===== config.mk =====
export PLATFORM = sky130hd
export DESIGN_NAME = wdf_top
export DESIGN_NICKNAME = d
export VERILOG_FILES = /design/src/design/wdf_pkg.sv /design/src/design/wdf_deadtime_gen.sv /design/src/design/wdf_fault_unit.sv /design/src/design/wdf_top.sv
export SDC_FILE = /design/constraint.sdc
export NUM_CORES = 1
export LEC_CHECK = 0
export BUFFER_PORTS_ARGS = -buffer_cell sky130_fd_sc_hd__buf_4
export CORE_ASPECT_RATIO = 1.25
export CORE_MARGIN = 8
export CORE_UTILIZATION = 54
export DETAILED_ROUTE_END_ITERATION = 7
export HOLD_SLACK_MARGIN = 0.02
export MAX_ROUTING_LAYER = met4
export PLACE_DENSITY = 0.76
export SYNTH_ARGS = -nofsm -noshare
export SYNTH_HDL_FRONTEND = slang
export SYNTH_HIERARCHICAL = 1
export SYNTH_SLANG_ARGS = --single-unit
export TNS_END_PERCENT = 10

===== constraint.sdc =====
create_clock -name i_clock -period 2 [get_ports i_clock]
set_clock_uncertainty 0.05 [all_clocks]
set_input_delay 0.3 -clock i_clock [delete_from_list [all_inputs] [get_ports i_clock]]
set_output_delay 0.3 -clock i_clock [all_outputs]
set_load 0.005 [all_outputs]

===== src/design/wdf_pkg.sv =====
/*
 Constants for the waveform dead-time and fault control block.
 Assumes a single peripheral clock and an 8-bit register port.
*/
// Notes on behaviour
// - Lock input blocks writes to control, override enable and event mask.
// - Debug break is a fault source unless break_fault_disable is set.
// - Accepted break enters fault state and performs the fault action.
// - After break: cycle mode restarts at update, latched waits flag clear.
// - Control bit 5 selects pattern mode; low dead-time register holds pattern.
// - Control bit 4 feeds channel A waveform to every generator.
// - Control bits 3:0 enable each channel's dead-time generator.
// - Eight mask bits enable event channels, ORed into one fault.
// - Fault sets the detect flag and runs the selected action.
// - Fault control bit 2: zero latched, one cycle-by-cycle restart.
// - Latched: leave fault when condition gone and flag cleared, at update.
// - Cycle mode: leave fault at update once condition is gone.
// - Action 00 disables protection; 11 clears enabled channel directions.
// - Status bit 2 fault flag set by fault, cleared by writing one.
// - Status bits 1:0 show pending buffers; lock-update holds the copy.
// - Both-sides write loads high and low dead-time together.
// - Both-sides buffer write loads both buffers together.
// - Low and high dead-time registers hold 8-bit clock counts.
// - Valid buffers copy into active registers on update.
// - Override enable writes accepted only while the fault flag is zero.
// - Each override bit enables output override of its pin only.
// - Dead-time counter decrements, forces off, reloads on input edges.
// - Fault action within two clock cycles of the event.
// - Leaving fault restores direction bits of enabled channels.
package wdf_pkg;
    localparam logic [3:0] ADDR_CTRL = 4'h0;
    localparam logic [3:0] ADDR_MASK = 4'h2;
    localparam logic [3:0] ADDR_FCTRL = 4'h3;
    localparam logic [3:0] ADDR_STATUS = 4'h4;
    localparam logic [3:0] ADDR_DT_BOTH = 4'h6;
    localparam logic [3:0] ADDR_DT_BOTH_BUF = 4'h7;
    localparam logic [3:0] ADDR_DT_LOW = 4'h8;
    localparam logic [3:0] ADDR_DT_HIGH = 4'h9;
    localparam logic [3:0] ADDR_DT_LOW_BUF = 4'ha;
    localparam logic [3:0] ADDR_DT_HIGH_BUF = 4'hb;
    localparam logic [3:0] ADDR_OVERRIDE = 4'hc;
    localparam int CTRL_PATTERN_BIT = 5;
    localparam int CTRL_COMMON_BIT = 4;
    localparam int FCTRL_BFD_BIT = 4;
    localparam int FCTRL_MODE_BIT = 2;
    localparam int STATUS_FLAG_BIT = 2;
    localparam int STATUS_HSV_BIT = 1;
    localparam int STATUS_LSV_BIT = 0;
    localparam logic [7:0] CTRL_WMASK = 8'h3f;
    localparam logic [7:0] FCTRL_WMASK = 8'h17;
    localparam logic [7:0] REG_RESET = 8'h00;
    localparam logic [1:0] ACT_NONE = 2'h0;
    localparam logic [1:0] ACT_CLEAR_DIR = 2'h3;
    localparam int NUM_CH = 4;
    localparam int FAULT_LATENCY_CYCLES = 2;
    typedef enum logic [1:0] {WDF_RUN, WDF_FAULT, WDF_WAIT_UPD} wdf_fstate_t;
endpackage


===== src/design/wdf_deadtime_gen.sv =====
/*
 One dead-time generator: low side follows input, high side its inverse.
 Assumes the waveform input is synchronous to the clock.
*/
`timescale 1ns/100ps
module wdf_deadtime_gen
    import wdf_pkg::*;
#(
    parameter int WIDTH = 8
) (
    // Clock and reset
    input wire logic i_clock,
    input wire logic i_reset_n,
    // Control
    input wire logic i_enable,
    input wire logic i_wave,
    input wire logic [WIDTH-1:0] i_low_time,
    input wire logic [WIDTH-1:0] i_high_time,
    // Outputs
    output logic o_low_side,
    output logic o_high_side
);
    initial begin
        if (WIDTH < 1) begin
            $error("WIDTH must be positive");
        end
    end
    logic [WIDTH-1:0] count_q, count_d;
    logic wave_q, wave_d;
    logic low_q, low_d, high_q, high_d;

    always_comb begin
        wave_d = i_wave;
        count_d = count_q;
        if (!i_enable) begin
            count_d = '0;
        end else if (i_wave && !wave_q) begin
            count_d = i_low_time;
        end else if (!i_wave && wave_q) begin
            count_d = i_high_time;
        end else if (count_q != '0) begin
            count_d = count_q - WIDTH'(1);
        end
        low_d = 1'b0;
        high_d = 1'b0;
        if (count_d == '0) begin
            low_d = i_wave;
            high_d = !i_wave;
        end
    end

    always_ff @(posedge i_clock or negedge i_reset_n) begin
        if (!i_reset_n) begin
            count_q <= '0;
            wave_q <= 1'b0;
            low_q <= 1'b0;
            high_q <= 1'b0;
        end else begin
            count_q <= count_d;
            wave_q <= wave_d;
            low_q <= low_d;
            high_q <= high_d;
        end
    end
    assign o_low_side = low_q;
    assign o_high_side = high_q;
endmodule


===== src/design/wdf_fault_unit.sv =====
/*
 Fault detection and restart state machine.
 Assumes events are one-cycle pulses synchronous to the clock.
*/
`timescale 1ns/100ps
module wdf_fault_unit
    import wdf_pkg::*;
#(
    parameter int NUM_EV = 8
) (
    // Clock and reset
    input wire logic i_clock,
    input wire logic i_reset_n,
    // Configuration
    input wire logic [NUM_EV-1:0] i_mask,
    input wire logic [NUM_EV-1:0] i_events,
    input wire logic i_break,
    input wire logic i_break_disable,
    input wire logic i_cycle_mode,
    input wire logic [1:0] i_action,
    input wire logic i_update,
    input wire logic i_flag,
    // Results
    output logic o_fault_event,
    output logic o_in_fault
);
    initial begin
        if (NUM_EV < 1) begin
            $error("NUM_EV must be positive");
        end
    end
    wdf_fstate_t state_q, state_d;
    logic cond;
    logic enabled;

    always_comb begin
        enabled = (i_action != ACT_NONE);
        cond = enabled && ((|(i_mask & i_events))
            || (i_break && !i_break_disable));
        state_d = state_q;
        case (state_q)
            WDF_RUN: begin
                if (cond) begin
                    state_d = WDF_FAULT;
                end
            end
            WDF_FAULT: begin
                if (cond) begin
                    state_d = WDF_FAULT;
                end else if (i_cycle_mode || !i_flag) begin
                    state_d = WDF_WAIT_UPD;
                end
            end
            WDF_WAIT_UPD: begin
                if (cond) begin
                    state_d = WDF_FAULT;
                end else if (!i_cycle_mode && i_flag) begin
                    state_d = WDF_FAULT;
                end else if (i_update) begin
                    state_d = WDF_RUN;
                end
            end
            default: state_d = WDF_RUN;
        endcase
        if (!enabled) begin
            state_d = WDF_RUN;
        end
    end

    always_ff @(posedge i_clock or negedge i_reset_n) begin
        if (!i_reset_n) begin
            state_q <= WDF_RUN;
        end else begin
            state_q <= state_d;
        end
    end
    assign o_fault_event = cond;
    assign o_in_fault = (state_q != WDF_RUN);
endmodule


===== src/design/wdf_top.sv =====
/*
 Waveform extension: registers, dead-time insertion, pattern, fault logic.
 Assumes waveform, event, break and update inputs are clock synchronous.
*/
`timescale 1ns/100ps
module wdf_top
    import wdf_pkg::*;
#(
    parameter int NUM_EV = 8
) (
    // Clock and reset
    input wire logic i_clock,
    input wire logic i_reset_n,
    // Register port
    input wire logic [3:0] i_addr,
    input wire logic [7:0] i_wdata,
    input wire logic i_wr,
    input wire logic i_rd,
    output logic [7:0] o_rdata,
    // Timer and system
    input wire logic [NUM_CH-1:0] i_wave,
    input wire logic i_update,
    input wire logic i_timer_lock_update,
    input wire logic i_extension_lock,
    input wire logic i_debug_break,
    input wire logic [NUM_EV-1:0] i_events,
    // Port side
    output logic [7:0] o_pin_value,
    output logic [7:0] o_output_override_bits,
    output logic [7:0] o_dir_clear_mask,
    output logic o_in_fault,
    output logic o_fault_event
);
    initial begin
        if (NUM_EV != 8) begin
            $error("NUM_EV must be 8 to fit the mask register");
        end
    end
    logic [7:0] ctrl_q, ctrl_d, mask_q, mask_d, fctrl_q, fctrl_d;
    logic [7:0] lowdt_q, lowdt_d, highdt_q, highdt_d;
    logic [7:0] lsbuf_q, lsbuf_d, hsbuf_q, hsbuf_d;
    logic [7:0] oven_q, oven_d;
    logic lsv_q, lsv_d, hsv_q, hsv_d, flag_q, flag_d;
    logic [7:0] rdata_q, rdata_d;
    logic [7:0] pin_q, pin_d, dirclr_q, dirclr_d;
    logic infault_q, infault_d, fev_q, fev_d;
    logic fault_event, in_fault, commit;
    logic [NUM_CH-1:0] dt_in, ls_out, hs_out;
    logic [3:0] dt_en;

    function automatic logic wr_at(input logic [3:0] a);
        wr_at = i_wr && (i_addr == a);
    endfunction

    assign dt_en = ctrl_q[3:0];
    assign commit = i_update && !i_timer_lock_update;

    wdf_fault_unit #(
        .NUM_EV(NUM_EV)
    ) u_fault (
        .i_clock(i_clock),
        .i_reset_n(i_reset_n),
        .i_mask(mask_q),
        .i_events(i_events),
        .i_break(i_debug_break),
        .i_break_disable(fctrl_q[FCTRL_BFD_BIT]),
        .i_cycle_mode(fctrl_q[FCTRL_MODE_BIT]),
        .i_action(fctrl_q[1:0]),
        .i_update(i_update),
        .i_flag(flag_q),
        .o_fault_event(fault_event),
        .o_in_fault(in_fault)
    );

    genvar g;
    generate
        for (g = 0; g < NUM_CH; g = g + 1) begin : gen_dt
            assign dt_in[g] = ctrl_q[CTRL_COMMON_BIT] ? i_wave[0] : i_wave[g];
            wdf_deadtime_gen #(
                .WIDTH(8)
            ) u_dt (
                .i_clock(i_clock),
                .i_reset_n(i_reset_n),
                .i_enable(dt_en[g] && !ctrl_q[CTRL_PATTERN_BIT]),
                .i_wave(dt_in[g]),
                .i_low_time(lowdt_q),
                .i_high_time(highdt_q),
                .o_low_side(ls_out[g]),
                .o_high_side(hs_out[g])
            );
        end
    endgenerate

    // Register writes and status
    always_comb begin
        ctrl_d = ctrl_q;
        mask_d = mask_q;
        fctrl_d = fctrl_q;
        oven_d = oven_q;
        lowdt_d = lowdt_q;
        highdt_d = highdt_q;
        lsbuf_d = lsbuf_q;
        hsbuf_d = hsbuf_q;
        lsv_d = lsv_q;
        hsv_d = hsv_q;
        flag_d = flag_q;
        if (!i_extension_lock) begin
            if (wr_at(ADDR_CTRL)) begin
                ctrl_d = i_wdata & CTRL_WMASK;
            end
            if (wr_at(ADDR_MASK)) begin
                mask_d = i_wdata;
            end
            if (wr_at(ADDR_OVERRIDE) && !flag_q) begin
                oven_d = i_wdata;
            end
        end
        if (wr_at(ADDR_FCTRL)) begin
            fctrl_d = i_wdata & FCTRL_WMASK;
        end
        if (commit && lsv_q) begin
            lowdt_d = lsbuf_q;
            lsv_d = 1'b0;
        end
        if (commit && hsv_q) begin
            highdt_d = hsbuf_q;
            hsv_d = 1'b0;
        end
        if (wr_at(ADDR_DT_BOTH)) begin
            lowdt_d = i_wdata;
            highdt_d = i_wdata;
        end
        if (wr_at(ADDR_DT_LOW)) begin
            lowdt_d = i_wdata;
        end
        if (wr_at(ADDR_DT_HIGH)) begin
            highdt_d = i_wdata;
        end
        if (wr_at(ADDR_DT_BOTH_BUF)) begin
            lsbuf_d = i_wdata;
            hsbuf_d = i_wdata;
            lsv_d = 1'b1;
            hsv_d = 1'b1;
        end
        if (wr_at(ADDR_DT_LOW_BUF)) begin
            lsbuf_d = i_wdata;
            lsv_d = 1'b1;
        end
        if (wr_at(ADDR_DT_HIGH_BUF)) begin
            hsbuf_d = i_wdata;
            hsv_d = 1'b1;
        end
        // Set wins over a same-cycle write-one clear
        if (wr_at(ADDR_STATUS) && i_wdata[STATUS_FLAG_BIT]) begin
            flag_d = 1'b0;
        end
        if (fault_event) begin
            flag_d = 1'b1;
        end
    end

    // Read data and pin outputs
    always_comb begin
        rdata_d = 8'h00;
        if (i_rd) begin
            case (i_addr)
                ADDR_CTRL: rdata_d = ctrl_q;
                ADDR_MASK: rdata_d = mask_q;
                ADDR_FCTRL: rdata_d = fctrl_q;
                ADDR_STATUS: begin
                    rdata_d[STATUS_FLAG_BIT] = flag_q;
                    rdata_d[STATUS_HSV_BIT] = hsv_q;
                    rdata_d[STATUS_LSV_BIT] = lsv_q;
                end
                ADDR_DT_LOW: rdata_d = lowdt_q;
                ADDR_DT_HIGH: rdata_d = highdt_q;
                ADDR_DT_LOW_BUF: rdata_d = lsbuf_q;
                ADDR_DT_HIGH_BUF: rdata_d = hsbuf_q;
                ADDR_OVERRIDE: rdata_d = oven_q;
                default: rdata_d = 8'h00;
            endcase
        end
        pin_d = 8'h00;
        if (ctrl_q[CTRL_PATTERN_BIT]) begin
            // Pattern held in low-side register, channel A on override pins
            pin_d = (lowdt_q & ~oven_q) | ({8{i_wave[0]}} & oven_q);
        end else begin
            for (int k = 0; k < NUM_CH; k++) begin
                pin_d[2*k] = dt_en[k] ? ls_out[k] : i_wave[k];
                pin_d[2*k+1] = dt_en[k] ? hs_out[k] : 1'b0;
            end
        end
        dirclr_d = 8'h00;
        // Clearing ends one cycle after the state returns to run, together with o_in_fault
        if (in_fault && fctrl_q[1:0] == ACT_CLEAR_DIR) begin
            for (int k = 0; k < NUM_CH; k++) begin
                dirclr_d[2*k] = dt_en[k];
                dirclr_d[2*k+1] = dt_en[k];
            end
        end
        infault_d = in_fault;
        fev_d = fault_event;
    end

    always_ff @(posedge i_clock or negedge i_reset_n) begin
        if (!i_reset_n) begin
            ctrl_q <= REG_RESET;
            mask_q <= REG_RESET;
            fctrl_q <= REG_RESET;
            oven_q <= REG_RESET;
            lowdt_q <= REG_RESET;
            highdt_q <= REG_RESET;
            lsbuf_q <= REG_RESET;
            hsbuf_q <= REG_RESET;
            lsv_q <= 1'b0;
            hsv_q <= 1'b0;
            flag_q <= 1'b0;
            rdata_q <= 8'h00;
            pin_q <= 8'h00;
            dirclr_q <= 8'h00;
            infault_q <= 1'b0;
            fev_q <= 1'b0;
        end else begin
            ctrl_q <= ctrl_d;
            mask_q <= mask_d;
            fctrl_q <= fctrl_d;
            oven_q <= oven_d;
            lowdt_q <= lowdt_d;
            highdt_q <= highdt_d;
            lsbuf_q <= lsbuf_d;
            hsbuf_q <= hsbuf_d;
            lsv_q <= lsv_d;
            hsv_q <= hsv_d;
            flag_q <= flag_d;
            rdata_q <= rdata_d;
            pin_q <= pin_d;
            dirclr_q <= dirclr_d;
            infault_q <= infault_d;
            fev_q <= fev_d;
        end
    end

    assign o_rdata = rdata_q;
    assign o_pin_value = pin_q;
    assign o_output_override_bits = oven_q;
    assign o_dir_clear_mask = dirclr_q;
    assign o_in_fault = infault_q;
    assign o_fault_event = fev_q;
endmodule


==> out/metrics.csv <==
metric,value,unit
DP HPWL,16200,um
initial core utilization,0.553,
register share of total power,0.335,
WL final,22600,um
vias,6542,
row count,47,
number of I/O port buffers,65,
CTS buffer count,17,
largest net degree at the start of global routing,75,
required time of the critical path,2240,ps
most frequent cell after synthesis,dfrtp_1,
initial antenna violation count,0,
Sw Share,0.376,
ANT cells,0,
WL per Instance,21.4,um
VDD IR max,1.08,mV
Worst-Skew Late Latency,410,ps
Yosys warnings,6,
die width,120,um
Power per Cell Area,1280,nW/um^2
sw power,4.65,mW
vias in the first global route,6784,
area growth from synthesis to layout,31.5,%
final net count,908,
dpl cell area,8660,sq um
Post-synth EDFFs,0,
critical path class,register to register,
Yosys reg bits,129,
Cells after Synth,704,
GR Util All Layers,0.265,
worst hold path class,primary input to register,
Worst Path Arrival,2260,ps
max cap viols,0,
final instance area,9660,sq um
ys flop type,dfrtp_1,
post-route clock period utilization,1.01,
io pins,66,
post-synth top area cell,dfrtp_1,
Layout Cells excl Fill,1052,
Pre-antenna DRT Iters,5,
Slew HR,0.600,
setup violators final,2,
Worst Max-Slew Pin Slew,599,ps
Synth top area share,0.439,
Fin. Hold Viols,0,
DIE AREA,17600,sq um
failing checks,negative setup slack,
Critical Path Start Type,register,
status,"finished, violations left",
share of cells above drive strength 1,0.393,
CTS tree,yes,
worst setup margin,-19.7,ps
power share of the clock group,0.248,
DR iter-0 viols,543,
CP max FO,5,
final worst path period need,2020,ps
area of the mapped netlist,7350,sq um
Max Root-Sink Buffers,2,
# clock sinks,129,
Core ar.,13300,sq um
global route total overflow,0,
Synth async-reset ratio,1.00,
Die Ht,146,um
Pint,7.73,mW
Final Util,0.727,
CTS H-tree depth,4,
Max Clk Rate,495,MHz
Total Neg Setup Slack,-35.1,ps
leading cell types by count after synthesis,"129 x dfrtp_1, 52 x mux2_2, 38 x nor2_1, 36 x nand2_1, 34 x a21oi_1",
overall power,12.4,mW
Remaining DRCs,0,
first-pass GRT wire length,35500,um
routability cong.,0.981,
CTS root buf,clkbuf_16,
"Seq/Total Area, Yosys",0.439,
synthesized net count,744,
Comb power frac,0.417,
Synth area leaders,"dfrtp_1 44%, mux2_2 8.0%, mux2i_1 3.5%, a22o_1 2.5%, a21oi_1 2.3%",
"CTS clk-pin slew, worst paths",60,ps
post-synth cell types,67,
Placed Instances,1005,
Static Leak,4.60,nW
Crit. End Element,register,
Slew Limit Fails,0,
Vias/cell,6.22,
Hold WS,109,ps
Syn Area/Cell,10.4,sq um
DP Worst Slack,-213,ps
RSZ-0062 raised after global routing,true,
ANT nets after route,0,
[kinds of logic after synthesis]
logic type,synth area share
DFF,0.439
adders and majority gates,0.0136
AOI/OAI and AO/OA,0.200
buffers and inverters,0.0395
and+or+nand+nor,0.178
xor gates and xnor gates,0.0107
muxes,0.118
[power by group through the flow]
| stage | Combinational, mW | Sequential, mW | Clock (mW) |
|---|---|---|---|
| floorplan | 2.79 | 3.75 | 0 |
| global placement | 4.41 | 4.06 | 0 |
| detailed placement | 4.50 | 4.10 | 0 |
| CTS | 4.75 | 4.08 | 3.10 |
| global route | 5.59 | 4.20 | 3.21 |
| finish | 5.16 | 4.15 | 3.07 |
[worst max-delay path: stages, from the launching register on]
cell      delay, ps
dfrtp_2         450
or4_1           570
o31ai_1         320
a32oi_1         170
o211ai_1        240
nor4_2           80
[placed cells by master, fill, tap and decap left out, drive strengths merged, types with 15 or more instances in the layout]
cell / instances
buf: 177
dfrtp: 129
mux2: 52
nor2: 38
nand2: 36
a21oi: 36
inv: 36
mux2i: 26
nor2b: 26
o21ai: 25
a22o: 21
nand2b: 19
a21o: 17
clkbuf: 17
nor3: 16
o221ai: 16
nand3: 15
[area by class of cell]
type | count | area, sq um
Inverter | 34 | 128
Clock buffer | 17 | 425
Sequential cell | 129 | 3230
Multi-Input combinational cell | 508 | 4110
Timing Repair Buffer | 178 | 1380
Fill cell | 983 | 3630
Clock inverter | 15 | 163
Tap cell | 171 | 214
[timing repair]
| action | in CTS | in global routing |
|---|---|---|
| buffers inserted | 5 | 8 |
| endpoints found under the hold margin | 129 | 0 |
| hold buffers | 1 | 0 |
| cloned | 0 | 1 |
| endpoints found under the setup margin | 10 | 13 |
| resized for setup | 27 | 45 |
| pin swaps | 13 | 23 |
[worst paths after layout]
check | depth (start not counted) | slack [ps] | startpoint | end
worst max-delay path | 5 | -20 | gen_dt[0].u_dt/count_q[4]$_DFF_PN0_ | gen_dt[0].u_dt/o_high_side$_DFF_PN0_
worst min-delay path | 3 | 110 | i_wdata[6] | lowdt_q[6]$_DFFE_PN0P_
max in group asynchronous | 3 | 1050 | i_reset_n | gen_dt[3].u_dt/count_q[0]$_DFF_PN0_
worst min register to register | 1 | 430 | gen_dt[1].u_dt/o_high_side$_DFF_PN0_ | o_pin_value[3]$_DFF_PN0_
min in group asynchronous | 2 | 220 | i_reset_n | o_in_fault$_DFF_PN0_
worst max register to register | 5 | -20 | gen_dt[0].u_dt/count_q[4]$_DFF_PN0_ | gen_dt[0].u_dt/o_high_side$_DFF_PN0_
[state kept, by name, indices dropped and copies added (netlist names), 2 cells and up]
name,count
highdt_q,8
u_fault/state_q,2
gen_dt.u_dt/wave_q,4
lowdt_q,8
o_output_override_bits,8
lsbuf_q,8
gen_dt.u_dt/o_high_side,4
o_pin_value,8
mask_q,8
gen_dt.u_dt/count_q,32
fctrl_q,4
hsbuf_q,8
o_rdata,8
o_dir_clear_mask,4
gen_dt.u_dt/o_low_side,4
ctrl_q,6
[per-layer routing]
layer	GRT usage	wire, um	up-vias
li1	-	-	2962
met1	0.305	8980	3214
met2	0.438	11500	295
met3	0.0440	1290	71
met4	0.130	819	0
met5	-	0	-
(Power assumes the default switching activity.)
